--- config.mk ---
export PLATFORM = sky130hd
export DESIGN_NAME = sci_ctrl
export DESIGN_NICKNAME = d
export VERILOG_FILES = /design/src/verilog/sci_pkg.sv /design/src/verilog/sci_ctrl.sv
export SDC_FILE = /design/constraint.sdc
export NUM_CORES = 1
export LEC_CHECK = 0
export ABC_AREA = 1
export ABC_CLOCK_PERIOD_IN_PS = 13090
export BUFFER_PORTS_ARGS = -buffer_cell sky130_fd_sc_hd__buf_2
export CAP_MARGIN = 20
export CORE_UTILIZATION = 53
export CTS_BUF_LIST = sky130_fd_sc_hd__clkbuf_8
export CTS_CLUSTER_DIAMETER = 40
export CTS_CLUSTER_SIZE = 24
export DETAILED_ROUTE_END_ITERATION = 12
export GPL_TIMING_DRIVEN = 0
export HOLD_SLACK_MARGIN = 0.1
export PLACE_DENSITY = 0.85
export SLEW_MARGIN = 20
export SYNTH_ARGS = -nofsm -noshare
export SYNTH_HDL_FRONTEND = slang
export SYNTH_SLANG_ARGS = --single-unit
--- constraint.sdc ---
create_clock -name MCLK -period 13.09 [get_ports MCLK]
set_input_delay 0.6545 -clock MCLK [delete_from_list [all_inputs] [get_ports MCLK]]
set_output_delay 0.6545 -clock MCLK [all_outputs]
set_load 0.02 [all_outputs]
--- src/verilog/sci_pkg.sv ---
/*
 * Package for the sideband channel initial-state controller:
 * command and answer carriers, codes, register offsets, reset values.
 * Assumes a single clock domain and a command decoder on the same clock.
 */
package sci_pkg;

    // ***************************************************
    // Sizes
    // ***************************************************
    localparam int         NUM_CH  = 4;
    localparam logic [4:0] PKG_CH  = 5'h1f;
    localparam logic [2:0] PKG_ID  = 3'h0;

    // ***************************************************
    // Opcodes
    // ***************************************************
    localparam logic [7:0] OP_CLEAR_INIT = 8'h00;
    localparam logic [7:0] OP_SELECT     = 8'h01;
    localparam logic [7:0] OP_DESELECT   = 8'h02;
    localparam logic [7:0] OP_CH_ENABLE  = 8'h03;
    localparam logic [7:0] OP_CH_DISABLE = 8'h04;
    localparam logic [7:0] OP_CH_RESET   = 8'h05;
    localparam logic [7:0] OP_TX_ENABLE  = 8'h06;
    localparam logic [7:0] OP_TX_DISABLE = 8'h07;
    localparam logic [7:0] OP_AEN_ENABLE = 8'h08;
    localparam logic [7:0] OP_SET_FILT   = 8'h0a;
    localparam logic [7:0] OP_OEM        = 8'h50;

    // ***************************************************
    // Answer codes
    // ***************************************************
    localparam logic [15:0] RC_OK       = 16'h0000;
    localparam logic [15:0] RC_FAILED   = 16'h0001;
    localparam logic [15:0] RC_UNSUPP   = 16'h0003;
    localparam logic [15:0] RS_NONE     = 16'h0000;
    localparam logic [15:0] RS_INIT_REQ = 16'h0001;
    localparam logic [15:0] RS_BAD_PARM = 16'h0002;
    localparam logic [15:0] RS_BAD_OP   = 16'h7fff;

    // ***************************************************
    // Register map and reset values
    // ***************************************************
    localparam logic [7:0] OFS_STATUS = 8'h00;
    localparam logic [7:0] OFS_FORCE  = 8'h04;
    localparam logic [7:0] OFS_FILT   = 8'h08;
    localparam logic [7:0] OFS_CNT0   = 8'h10;
    localparam logic       ARB_RST    = 1'b1;
    localparam logic [7:0] FILT_RST   = 8'h00;
    localparam logic [15:0] CNT_RST   = 16'h0000;

    typedef enum logic {CH_INIT, CH_READY} sci_ch_state_t;

    typedef struct packed {
        logic [2:0] pkg;
        logic [4:0] ch;
        logic [7:0] op;
        logic [7:0] iid;
        logic [7:0] arg;
    } sci_cmd_t;

    typedef struct packed {
        logic [4:0]  ch;
        logic [7:0]  op;
        logic [7:0]  iid;
        logic [15:0] code;
        logic [15:0] reason;
        logic        retry;
    } sci_rsp_t;

endpackage : sci_pkg

--- src/verilog/sci_ctrl.sv ---
/*
 * Channel and package state control with command answers and a small
 * register port. Assumes commands come decoded on MCLK; event, token,
 * power and link inputs are pins and are synchronised here.
 */
`timescale 1ns/100ps

module sci_ctrl (
    input  wire logic                 MCLK,
    input  wire logic                 RST,
    input  wire logic                 CMD_VALID,
    input  wire sci_pkg::sci_cmd_t    CMD,
    output      logic                 RSP_VALID,
    output      sci_pkg::sci_rsp_t    RSP,
    input  wire logic                 PWR_UP,
    input  wire logic                 PKG_EVT,
    input  wire logic [3:0]           CH_EVT,
    input  wire logic                 ARB_TOKEN,
    input  wire logic                 LINK_UP,
    input  wire logic [3:0]           PT_FRAME,
    output      logic                 TX_ALLOW,
    output      logic [3:0]           PT_TX_EN,
    output      logic [3:0]           AEN_TX_EN,
    output      logic [3:0]           CH_IN_INIT,
    output      logic                 LINK_STAT,
    input  wire logic [7:0]           ADDR,
    input  wire logic [31:0]          WDATA,
    input  wire logic                 WR,
    input  wire logic                 RD,
    output      logic [31:0]          RDATA
);

    localparam int N = sci_pkg::NUM_CH;

    // ***************************************************
    // Pin synchronisers
    // ***************************************************
    logic [7:0] sync1_reg;
    logic [7:0] sync2_reg;
    logic       pwr_last_reg;
    logic       pwr_s;
    logic       pkg_s;
    logic [3:0] evt_s;
    logic       tok_s;
    logic       link_s;
    logic       pwr_rise;

    always_ff @(posedge MCLK or posedge RST) begin
        if (RST) begin
            sync1_reg    <= 8'h00;
            sync2_reg    <= 8'h00;
            pwr_last_reg <= 1'b0;
        end else begin
            sync1_reg    <= {LINK_UP, ARB_TOKEN, CH_EVT, PKG_EVT, PWR_UP};
            sync2_reg    <= sync1_reg;
            pwr_last_reg <= pwr_s;
        end
    end

    assign pwr_s    = sync2_reg[0];
    assign pkg_s    = sync2_reg[1];
    assign evt_s    = sync2_reg[5:2];
    assign tok_s    = sync2_reg[6];
    assign link_s   = sync2_reg[7];
    assign pwr_rise = pwr_s & ~pwr_last_reg;

    // ***************************************************
    // Command decode
    // ***************************************************
    logic       mine;
    logic       is_pkg;
    logic       ch_ok;
    logic [1:0] ci;
    logic [3:0] force_reg;
    logic [3:0] reset_cmd;
    logic [3:0] entry;
    logic [3:0] async_entry;
    logic [3:0] ch_hit;
    logic [3:0] clear_ok;
    logic [3:0] run_ok;

    sci_pkg::sci_ch_state_t st_reg [N];
    logic [7:0] iid_reg [N];
    logic [3:0] iid_ok_reg;

    assign mine   = CMD_VALID && CMD.pkg == sci_pkg::PKG_ID;
    assign is_pkg = CMD.ch == sci_pkg::PKG_CH;
    assign ch_ok  = !is_pkg && CMD.ch < 5'(N);
    assign ci     = CMD.ch[1:0];

    always_comb begin
        for (int c = 0; c < N; c++) begin
            ch_hit[c]      = mine && ch_ok && ci == 2'(c);
            // Entry from pins, package event, power-up, software force
            async_entry[c] = pwr_rise | pkg_s | evt_s[c] | force_reg[c];
            clear_ok[c]    = ch_hit[c] && CMD.op == sci_pkg::OP_CLEAR_INIT;
            run_ok[c]      = ch_hit[c] && st_reg[c] == sci_pkg::CH_READY
                             && !async_entry[c];
            reset_cmd[c]   = run_ok[c] && CMD.op == sci_pkg::OP_CH_RESET;
            entry[c]       = async_entry[c] | reset_cmd[c];
        end
    end

    // ***************************************************
    // Channel state machines
    // ***************************************************
    logic [3:0] en_reg;
    logic [3:0] tx_reg;
    logic [3:0] aen_reg;
    logic [7:0] filt_reg [N];

    always_ff @(posedge MCLK or posedge RST) begin
        if (RST) begin
            for (int c = 0; c < N; c++) begin
                st_reg[c] <= sci_pkg::CH_INIT;
            end
        end else begin
            for (int c = 0; c < N; c++) begin
                case (st_reg[c])
                    sci_pkg::CH_INIT: begin
                        if (clear_ok[c] && !entry[c]) begin
                            st_reg[c] <= sci_pkg::CH_READY;
                        end
                    end
                    sci_pkg::CH_READY: begin
                        if (entry[c]) begin
                            st_reg[c] <= sci_pkg::CH_INIT;
                        end
                    end
                    default: st_reg[c] <= sci_pkg::CH_INIT;
                endcase
            end
        end
    end

    // Per-channel settings forced on entry, others kept
    always_ff @(posedge MCLK or posedge RST) begin
        if (RST) begin
            en_reg  <= 4'h0;
            tx_reg  <= 4'h0;
            aen_reg <= 4'h0;
            for (int c = 0; c < N; c++) begin
                filt_reg[c] <= sci_pkg::FILT_RST;
            end
        end else begin
            for (int c = 0; c < N; c++) begin
                if (entry[c]) begin
                    en_reg[c]   <= 1'b0;
                    tx_reg[c]   <= 1'b0;
                    aen_reg[c]  <= 1'b0;
                    filt_reg[c] <= sci_pkg::FILT_RST;
                end else if (run_ok[c]) begin
                    case (CMD.op)
                        sci_pkg::OP_CH_ENABLE:  en_reg[c]   <= 1'b1;
                        sci_pkg::OP_CH_DISABLE: en_reg[c]   <= 1'b0;
                        sci_pkg::OP_TX_ENABLE:  tx_reg[c]   <= 1'b1;
                        sci_pkg::OP_TX_DISABLE: tx_reg[c]   <= 1'b0;
                        sci_pkg::OP_AEN_ENABLE: aen_reg[c]  <= CMD.arg[0];
                        sci_pkg::OP_SET_FILT:   filt_reg[c] <= CMD.arg;
                        default:                en_reg[c]   <= en_reg[c];
                    endcase
                end
            end
        end
    end

    // Instance identifier memory
    always_ff @(posedge MCLK or posedge RST) begin
        if (RST) begin
            iid_ok_reg <= 4'h0;
            for (int c = 0; c < N; c++) begin
                iid_reg[c] <= 8'h00;
            end
        end else begin
            for (int c = 0; c < N; c++) begin
                if (entry[c]) begin
                    iid_ok_reg[c] <= 1'b0;
                end else if (ch_hit[c]) begin
                    iid_ok_reg[c] <= 1'b1;
                    iid_reg[c]    <= CMD.iid;
                end
            end
        end
    end

    // ***************************************************
    // Package state
    // ***************************************************
    logic sel_reg;
    logic arb_reg;

    always_ff @(posedge MCLK or posedge RST) begin
        if (RST) begin
            sel_reg <= 1'b0;
            arb_reg <= sci_pkg::ARB_RST;
        end else begin
            if (pwr_rise) begin
                arb_reg <= 1'b1;
            end else if (mine && is_pkg && CMD.op == sci_pkg::OP_SELECT) begin
                arb_reg <= ~CMD.arg[0];
            end
            if (mine && is_pkg && CMD.op == sci_pkg::OP_SELECT) begin
                sel_reg <= 1'b1;
            end else if (mine && is_pkg && CMD.op == sci_pkg::OP_DESELECT) begin
                sel_reg <= 1'b0;
            end
        end
    end

    // ***************************************************
    // Statistics counters
    // ***************************************************
    logic [15:0] cmd_cnt_reg [N];
    logic [15:0] pt_cnt_reg [N];

    always_ff @(posedge MCLK or posedge RST) begin
        if (RST) begin
            for (int c = 0; c < N; c++) begin
                cmd_cnt_reg[c] <= sci_pkg::CNT_RST;
                pt_cnt_reg[c]  <= sci_pkg::CNT_RST;
            end
        end else begin
            for (int c = 0; c < N; c++) begin
                if (entry[c]) begin
                    cmd_cnt_reg[c] <= sci_pkg::CNT_RST;
                    pt_cnt_reg[c]  <= sci_pkg::CNT_RST;
                end else begin
                    cmd_cnt_reg[c] <= cmd_cnt_reg[c] + 16'(ch_hit[c]);
                    pt_cnt_reg[c]  <= pt_cnt_reg[c] + 16'(PT_FRAME[c] & PT_TX_EN[c]);
                end
            end
        end
    end

    // ***************************************************
    // Answers
    // ***************************************************
    function automatic logic known_op(input logic [7:0] op);
        known_op = op <= sci_pkg::OP_SET_FILT && op != 8'h09;
    endfunction : known_op

    always_ff @(posedge MCLK or posedge RST) begin
        if (RST) begin
            RSP_VALID <= 1'b0;
            RSP       <= '0;
        end else begin
            RSP_VALID  <= mine && (is_pkg || ch_ok || CMD.ch < 5'h1f);
            RSP.ch     <= CMD.ch;
            RSP.op     <= CMD.op;
            RSP.iid    <= CMD.iid;
            RSP.retry  <= ch_ok && iid_ok_reg[ci] && iid_reg[ci] == CMD.iid;
            RSP.code   <= sci_pkg::RC_OK;
            RSP.reason <= sci_pkg::RS_NONE;
            if (is_pkg) begin
                if (CMD.op != sci_pkg::OP_SELECT && CMD.op != sci_pkg::OP_DESELECT) begin
                    RSP.code   <= sci_pkg::RC_UNSUPP;
                    RSP.reason <= sci_pkg::RS_BAD_OP;
                end
            end else if (!ch_ok) begin
                RSP.code   <= sci_pkg::RC_FAILED;
                RSP.reason <= sci_pkg::RS_BAD_PARM;
            end else if (CMD.op == sci_pkg::OP_OEM) begin
                RSP.code <= sci_pkg::RC_OK;
            end else if (st_reg[ci] == sci_pkg::CH_INIT) begin
                if (CMD.op != sci_pkg::OP_CLEAR_INIT) begin
                    RSP.code   <= sci_pkg::RC_FAILED;
                    RSP.reason <= sci_pkg::RS_INIT_REQ;
                end
            end else if (!known_op(CMD.op)) begin
                RSP.code   <= sci_pkg::RC_UNSUPP;
                RSP.reason <= sci_pkg::RS_BAD_OP;
            end
        end
    end

    // ***************************************************
    // Transmit permission
    // ***************************************************
    always_ff @(posedge MCLK or posedge RST) begin
        if (RST) begin
            TX_ALLOW   <= 1'b0;
            PT_TX_EN   <= 4'h0;
            AEN_TX_EN  <= 4'h0;
            CH_IN_INIT <= 4'hf;
            LINK_STAT  <= 1'b0;
        end else begin
            TX_ALLOW  <= sel_reg && (!arb_reg || tok_s);
            LINK_STAT <= link_s;
            for (int c = 0; c < N; c++) begin
                CH_IN_INIT[c] <= st_reg[c] == sci_pkg::CH_INIT;
                PT_TX_EN[c]   <= !entry[c] && st_reg[c] == sci_pkg::CH_READY
                                 && en_reg[c] && tx_reg[c];
                AEN_TX_EN[c]  <= !entry[c] && st_reg[c] == sci_pkg::CH_READY
                                 && en_reg[c] && aen_reg[c];
            end
        end
    end

    // ***************************************************
    // Register port
    // ***************************************************
    always_ff @(posedge MCLK or posedge RST) begin
        if (RST) begin
            force_reg <= 4'h0;
            RDATA     <= 32'h0;
        end else begin
            force_reg <= (WR && ADDR == sci_pkg::OFS_FORCE) ? WDATA[3:0] : 4'h0;
            RDATA     <= 32'h0;
            if (RD) begin
                if (ADDR == sci_pkg::OFS_STATUS) begin
                    RDATA <= {20'h0, arb_reg, sel_reg, link_s, tok_s,
                              en_reg, CH_IN_INIT};
                end else if (ADDR == sci_pkg::OFS_FILT) begin
                    RDATA <= {filt_reg[3], filt_reg[2], filt_reg[1], filt_reg[0]};
                end else if (ADDR[7:4] == sci_pkg::OFS_CNT0[7:4]) begin
                    RDATA <= {pt_cnt_reg[ADDR[3:2]], cmd_cnt_reg[ADDR[3:2]]};
                end
            end
        end
    end
endmodule : sci_ctrl

[Yosys cells after proc, flatten, opt, wreduce, memory -nomap -nowiden]
Cells that the tools add are included.
Storage, ports and cells
  register bits after elaboration: 336
  output and inout bits: 101
Operators by class
  $add $sub $neg: 8
  magnitude comparators: 6
  eq/ne operators: 21
  muxes and demuxes: 95
  bitwise gates (word level): 30
  reduce and logical (&&, ||, !) cells: 117
Operators with widths (count)
  two-way mux 16 bit: 14
  two-way mux 32 bit: 7
  adder 16 x 1 -> 16 bit: 8
  two-way mux 8 bit: 11
  binary-select mux 16 bit (select 2 bit): 2
  logical AND 1 bit: 53
  two-way mux 1 bit: 48
  == test 8 x 3 -> 1 bit (second input constant): 5
  AND reduction 2 bit: 20
  two-way mux 18 bit: 2
  nonzero test 2 bit: 18
  == test 8 x 4 -> 1 bit (second input constant): 3
  nonzero test 3 bit: 8
  two-way mux 17 bit: 1
  binary-select mux 8 bit (select 2 bit): 1
  == test 8 x 2 -> 1 bit (second input constant): 2
  logical NOT 8 bit: 2
  bitwise OR 1 bit: 13
  case mux 1 bit (2 select lines): 6
  logical NOT 1 bit: 10
  NOT 1 bit: 10
  == test 8 x 1 -> 1 bit (second input constant): 1
  == test 8 x 7 -> 1 bit (second input constant): 1
  == test 8 bit: 1
  20 further kinds: 30

[Longest topological paths before layout]
Gate-level depths: netlist of run 1.
  depth in word-level cells: 13
  depth in mapped cells: 18

[Worst setup path after synthesis of run 1]
No wires, ideal clock.
  kind: in2reg
  start: input CMD[26] (netlist bit)
  end: register cmd_cnt_reg[62] (netlist bit)
  library setup time: 0.121 ns
  data arrival time: 2.395 ns
  slack: 10.575 ns
  stages: 16
  buffers on the path: 1
  cells stage by stage: nor2_1 nand2_1 inv_2 nand2_4 nor3_2 buf_2 ha_1 nand2_1 inv_1 nand3_1 nor2_1 nand2_1 nor2_2 nand2_1 nand2_1 a21oi_1
Between the ends
  longest elaborated chain between the ends: 10
  elaborated cells between the ends (all ways): 12
  classes of those cells: 1 x add/sub; 1 x order compare; 1 x eq/ne; 1 x mux; 1 x bitwise; 7 x reduce/logical
RTL lines
  start, declared: line sci_ctrl.sv:12  | input wire sci_pkg::sci_cmd_t CMD,
  parallel branches: the longest is 2 deep, another holds < comparator 5 x 3 -> 1 bit
  logical AND 1 bit (*): line sci_ctrl.sv:88  | assign ch_ok = !is_pkg && CMD.ch < 5'(N);
  logical AND 1 bit (*) (2 in series): line sci_ctrl.sv:93  | ch_hit[c] = mine && ch_ok && ci == 2'(c);
  parallel branches: the longest is 4 deep, another holds adder 16 x 1 -> 16 bit
  two-way mux 16 bit (*): line sci_ctrl.sv:224  | if (entry[c]) begin
  end signal, assigned by index: line sci_ctrl.sv:219  | cmd_cnt_reg[c] <= sci_pkg::CNT_RST;
  end signal, assigned by index: line sci_ctrl.sv:225  | cmd_cnt_reg[c] <= sci_pkg::CNT_RST;
  end signal, assigned by index: line sci_ctrl.sv:228  | cmd_cnt_reg[c] <= cmd_cnt_reg[c] + 16'(ch_hit[c]);
  end, declared: line sci_ctrl.sv:213  | logic [15:0] cmd_cnt_reg [N];
Every way passes the cells marked *.
A chain may end at the register's enable or synchronous reset.

[Worst setup path in the final report of run 1]
  start: input CMD[24] (netlist bit)
  end: register cmd_cnt_reg[46] (netlist bit)
Between the ends
  longest elaborated chain between the ends: 10
  elaborated cells between the ends (all ways): 13
  classes of those cells: 1 x add/sub; 1 x order compare; 2 x eq/ne; 1 x mux; 1 x bitwise; 7 x reduce/logical
RTL lines (line)
  parallel branches: the longest is 4 deep, another holds < comparator 5 x 3 -> 1 bit
  logical AND 1 bit (*): sci_ctrl.sv:93
  parallel branches: the longest is 4 deep, another holds adder 16 x 1 -> 16 bit
  two-way mux 16 bit (*): sci_ctrl.sv:224
Marked as above.

==> flow_summary.yaml, run 1 <==
worst_setup_path:
  crit_path_end: "cmd_cnt_reg[46]"
  reg2reg_depth: 8
  r2r_slack_ns: 10.93
  cp.arrival_ns: 3.04
  required_ns: 13.59
  reg2reg_to: "cmd_cnt_reg[48]"
  path_max_fanout: 11
  crit_start: "CMD[24]"
  worstSetupPathType: "input pin to flip-flop"
  startpoint_type: "input pin"
  r2r_start: "sync2_reg[1]"
  cp-end-kind: "flip-flop"
clock_tree:
  cts-resized-gates: 0
  cts.sinks: 308
  post_cts_buffers: 0
  clk_pin_slew_worst_paths_ns: 0.08
  clk_path_buf_depth: 3
  cts_root_buf: "clkbuf_8"
  cts_buffers: 39
  cts-hold-fix-buffers: 0
  worstSkewPairLatency_ns: 0.57
  htree_levels: 2
  cts_tree: "done"
cells_and_area:
  drive_gt1_share_pct: 16.0
  area_growth_pct: 15.1
  regArea_um2: 7710
  multiInputGateArea_um2: 6150
  num_antenna_cells: 0
  n_fill_cell: 2429
  fin_nets: 2191
  fin_cells: 2495
pwr:
  p_int_uw: 1420
  leakagePower_uw: 0.00850
  p_comb_share_pct: 7.3
  vdd_drop_max_mv: 0.0888
  p_switching_uw: 524
  clockPowerShare_pct: 43.1
  seqPwrFrac_pct: 49.6
  switching_share_pct: 27.0
  total_power_uw: 1940
  power-per-cell-area_nw_per_um2: 111
yosys:
  ys_top_cells_by_count: "nand2_1 (497), dfrtp_1 (303), nor2_1 (242), inv_1 (201), o21ai_0 (113)"
  synth.area.top_cells: "dfrtp_1 (50%), nand2_1 (12%), nor2_1 (6.0%)"
  ys_types: 46
  synth_ff_type: "dfrtp_1"
  yosysMostFrequentCell: "nand2_1"
  synth_top_area_share_pct: 50.1
  synth_edf_count: 0
  async_reset_ff_share_pct: 100
  ys_seq_area_share_pct: 50.9
  yosys_warnings: 0
  syn-cell-area_um2: 15100
  synth-seq-cells: 308
  synth_area_leader_cell: "dfrtp_1"
  synth_cells: 1883
  syn_area_per_cell_um2: 8.04
sta:
  timing_hold_violations_final: 0
  worst_slew_pin_slew_ns: 0.700
  clock-skew-final_ns: 0.0396
  fin_crit_ns: 2.54
  fin_tns_setup_ns: 0
  drv_slew: 0
  finalSetupViolations: 0
  fmax_mhz: 393
  rsz0062_at_grt: "no"
  max_slew_margin_pct: 53.0
  min_period_over_period_pct: 19.4
grt:
  gr-total-overflow: 0
  track_usage_pct: 28.9
  antenna_found_initial: 1
  grt_pass1_vias: 13000
  grt_max_degree: 102
  grt_pass1_wl_um: 65900
detailed_routing:
  drtPass1Iterations: 6
  wl_per_cell_um: 16.6
  route.detailed.drc: 0
  drtAntennaViolNets: 0
  wl_um: 41400
  vias: 13500
  via_per_inst: 5.40
  dr.first_iter.drc_count: 1214
placed_design:
  gp_congestion: 0.945
  dp_hpwl_um: 31300
  port_buffers: 145
  post-place-cells: 2423
flow_run:
  maxCapViolCount: 0
floorplan:
  ios: 190
  coreArea_um2: 27900
  rows: 61
  start_util_pct: 54.2
  fp.dieArea_um2: 29300
  die_height_um: 171
  die_w_um: 171
worst_hold_path:
  hold_class: "input pin to asynchronous set/reset pin"
run_status:
  status: "finished, final reports clean"
==> layer usage <==
layer | global-route usage (%) | routed length, um
met5 | 0 | 17
met3 | 5.25 | 3170
met4 | 13.7 | 2080
met1 | 37.2 | 16900
met2 | 47.3 | 19200
==> worst max-delay path, cell delays in order <==
cell     delay [ns]
buf_2          0.09
buf_4          0.20
inv_2          0.12
nor2_4         0.13
nand3_2        0.13
inv_1          0.11
buf_2          0.25
ha_1           0.19
nand2_1        0.05
inv_1          0.08
nand2_1        0.08
nor2_1         0.23
nand2_1        0.14
nor2_1         0.25
nand2_1        0.09
nand2_1        0.08
nand2_1        0.05
nor2_1         0.09
==> cell usage in the layout (no fill, tap or decap), types with 47 or more instances in the layout <==
master / synthesis / routed
nand3_1: 89 / 89
inv_1: 201 / 201
nand2_1: 497 / 497
dfrtp_1: 303 / 303
nand4_1: 47 / 47
nor3_1: 58 / 58
o21ai_0: 113 / 113
a21oi_1: 74 / 74
buf_2: 13 / 158
nor2_1: 242 / 242
==> final cells by class <==
class / instances / share of cell area [%]
plain buffers: 81 / 2.98
clock buffers: 41 / 3.24
clock inverters: 31 / 2.22
inverters: 216 / 4.72
multi-input cells: 1292 / 35.3
flip-flops and latches: 308 / 44.2
well taps: 378 / 2.71
repair buffers: 148 / 4.63
==> logic make-up after synthesis <==
logic type | count (synthesis) | share of synthesized area, %
other | 1 | 0.0248
XOR/XNOR | 43 | 2.49
AND/OR/NAND/NOR | 977 | 27.7
flip-flops | 308 | 50.9
buffers and inverters | 297 | 8.81
AO/OA/AOI/OAI | 241 | 8.72
adder cells (fa/ha/maj) | 16 | 1.32
==> power groups by stage <==
| stage | clock [uW] | combinational, uW | sequential [uW] |
|---|---|---|---|
| 2_1_floorplan | 0 | 80.5 | 988 |
| 3_3_place_gp | 0 | 135 | 982 |
| 3_5_place_dp | 0 | 141 | 982 |
| 4_1_cts | 846 | 142 | 963 |
| 5_1_grt | 884 | 155 | 964 |
| 6_report | 836 | 142 | 963 |
==> stage by stage <==
step / hold WS, ns / utilization (%) / instance area, um^2 / setup WS, ns
2_1_floorplan: 0.331 / - / 15200 / 3.93
3_3_place_gp: 0.333 / 58.7 / 16400 / 0.840
3_5_place_dp: 0.336 / 59.0 / 16500 / 9.99
4_1_cts: 0.131 / 62.4 / 17400 / 10.60
5_1_grt: 0.170 / 62.4 / 17400 / 10.27
6_report: 0.128 / 62.4 / 17400 / 10.55
==> how the worst min path moves through the flow <==
| stage | depth (start not counted) | endpoint | start | slack (ns) |
|---|---|---|---|---|
| after CTS | 2 | RSP[14] | RST | 0.13 |
| after global routing | 2 | RSP[14] | RST | 0.17 |
| after floorplan | 0 | sync2_reg[0] | sync1_reg[0] | 0.33 |
| final | 2 | RSP[14] | RST | 0.13 |
| after global placement | 0 | sync2_reg[7] | sync1_reg[7] | 0.33 |
| after detailed placement | 0 | sync2_reg[5] | sync1_reg[5] | 0.34 |
Power figures use the tool's default switching activity.
==> run 2: changes to the inputs <==
--- a/config.mk
+++ b/config.mk
@@ -6,7 +6,7 @@
 export NUM_CORES = 1
 export LEC_CHECK = 0
 export ABC_AREA = 1
-export ABC_CLOCK_PERIOD_IN_PS = 13090
+export ABC_CLOCK_PERIOD_IN_PS = 2400
 export BUFFER_PORTS_ARGS = -buffer_cell sky130_fd_sc_hd__buf_2
 export CAP_MARGIN = 20
 export CORE_UTILIZATION = 53
==> constraint.sdc (replaced) <==
create_clock -name MCLK -period 2.4 [get_ports MCLK]
set_input_delay 0.12 -clock MCLK [delete_from_list [all_inputs] [get_ports MCLK]]
set_output_delay 0.12 -clock MCLK [all_outputs]
set_load 0.02 [all_outputs]
==> run 2 against run 1 <==
Compared with the run above: via count grew 3.7%; setup slack worse by 10 ns; critical path depth shrank 9; wire length is 6.5% higher; largest power group unchanged; global-route usage grew 1.8 points; register-to-register slack worse by 11 ns; worst hold slack improved by 0.036 ns; core utilization grew 2.8 points; highest routed layer is now met4.
==> flow_summary.yaml, run 2 (synthesized netlist as in run 1, its figures left out) <==
worst_setup_path:
  r2r_start: "sync2_reg[0]"
  reg2reg_to: "PT_TX_EN[3]"
  required_ns: 2.92
  startpoint_type: "input pin"
  worstSetupPathType: "input pin to flip-flop"
  cp.arrival_ns: 2.81
  r2r_slack_ns: 0.24
  path_max_fanout: 3
  cp-end-kind: "flip-flop"
  reg2reg_depth: 7
cells_and_area:
  final_cell_mix: "nand2_1 (497), dfrtp_1 (303), nor2_1 (240), inv_1 (203), buf_2 (158)"
  fin_cells: 2567
  area_growth_pct: 20.3
  fin_nets: 2263
  layout_commonest_cell: "nand2_1"
  fin_area_um2: 18200
  num_antenna_cells: 0
  drive_gt1_share_pct: 15.8
sta:
  hold_ws_ns: 0.164
  fin_tns_setup_ns: 0
  fin_crit_ns: 2.29
  worst_slew_pin_slew_ns: 0.743
  clock-skew-final_ns: 0.0481
  min_period_over_period_pct: 95.4
  drv_slew: 0
  max_slew_margin_pct: 50.4
  finalSetupViolations: 0
  timing_hold_violations_final: 0
  fmax_mhz: 437
  rsz0062_at_grt: "no"
pwr:
  seqPwrFrac_pct: 49.0
  p_switching_uw: 2860
  clockPowerShare_pct: 42.7
  p_int_uw: 7870
  leakagePower_uw: 0.00884
  switching_share_pct: 26.6
  vdd_drop_max_mv: 0.533
  p_comb_share_pct: 8.3
  power-per-cell-area_nw_per_um2: 589
  total_power_uw: 10700
run_status:
  status: "finished, final reports clean"
worst_hold_path:
  hold_class: "input pin to flip-flop"
  worstHoldEndpoint: "RSP[17]"
  hold_path_startpoint: "CMD[28]"
  whs_path_depth: 7
grt:
  gr-total-overflow: 0
  grt_pass1_vias: 13600
  antenna_found_initial: 0
  grt_max_degree: 36
  track_usage_pct: 30.7
  grt_pass1_wl_um: 69200
placed_design:
  port_buffers: 145
  post-place-cells: 2430
  placed_area_um2: 16600
  dp_hpwl_um: 31800
  gp_congestion: 0.934
clock_tree:
  cts_buffers: 39
  cts_tree: "done"
  clk_pin_slew_worst_paths_ns: 0.09
  worstSkewPairLatency_ns: 0.58
  cts.sinks: 308
  cts_root_buf: "clkbuf_8"
  clk_path_buf_depth: 3
  htree_levels: 2
floorplan:
  start_util_pct: 54.2
  ios: 190
  coreArea_um2: 27900
  die_w_um: 171
  die_height_um: 171
  rows: 61
  fp.dieArea_um2: 29300
detailed_routing:
  wl_um: 44100
  via_per_inst: 5.45
  drtAntennaViolNets: 0
  dr.first_iter.drc_count: 1252
  route.detailed.drc: 0
  drtPass1Iterations: 6
  vias: 14000
  wl_per_cell_um: 17.2
flow_run:
  maxCapViolCount: 0
-- run 2: cell types whose count changed in the layout (fill, tap and decap cells not counted), sizes merged --
cell         delta
dlygate4sd3    +65
buf             +7
clkinv          -4
clkbuf          +3
clkinvlp        +3
inv             -2
-- run 2: per-stage QoR --
step | utilization [%] | setup slack, ns
2_1_floorplan | - | -1.81
3_3_place_gp | 58.7 | -3.56
3_5_place_dp | 59.5 | -0.158
4_1_cts | 65.2 | 0.0698
5_1_grt | 65.2 | 0.0782
6_report | 65.2 | 0.110
-- run 2: how the worst max path moves through the flow --
stage	from	to	slack [ns]	depth (start not counted)
after floorplan	RST	AEN_TX_EN[0]	-1.81	1
after global placement	RST	PT_TX_EN[0]	-3.56	2
after detailed placement	CMD[24]	cmd_cnt_reg[46]	-0.16	17
after CTS	ADDR[0]	RDATA[0]	0.07	9
after global routing	PT_TX_EN[0]	pt_cnt_reg[60]	0.08	12
final	ADDR[0]	RDATA[0]	0.11	9
-- run 2: cell type report --
| class | instances | area, um^2 |
|---|---|---|
| repair buffers | 220 | 1590 |
| clock buffers | 44 | 606 |
| multi-input cells | 1292 | 6150 |
| well taps | 378 | 473 |
| flip-flops and latches | 308 | 7710 |
| plain buffers | 81 | 519 |
| inverters | 216 | 820 |
| fillers | 2271 | 9710 |
| clock inverters | 28 | 345 |
-- run 2: metal layers --
metal	track usage (%)	up-vias	wire length, um
met2	50.7	646	21000
met3	4.63	136	3000
met5	0	-	0
li1	-	6530	-
met1	38.7	6673	17600
met4	17.0	0	2460
-- run 2: repair_timing --
item / in CTS / in global routing
setup endpoints to repair: 0 / 2
resized for setup: 0 / 2
buffers inserted: 0 / 0
hold endpoints to repair: 160 / 0
hold buffers: 65 / 0
-- run 2: power by group through the flow --
stage / combinational, uW / sequential (uW) / clock [uW]
floorplan: 440 / 5390 / 0
global placement: 742 / 5360 / 0
detailed placement: 798 / 5350 / 0
CTS: 872 / 5250 / 4590
global route: 963 / 5260 / 4840
finish: 893 / 5260 / 4580
-- run 2: worst max-delay path, stage by stage --
cell and delay [ns]:
dlygate4sd3_1 0.53, buf_2 0.12, nor2_2 0.18, dlygate4sd3_1 0.61, nand2_1 0.06, nor2_1 0.28
nand2_1 0.12, a31oi_1 0.19, dlygate4sd3_1 0.59
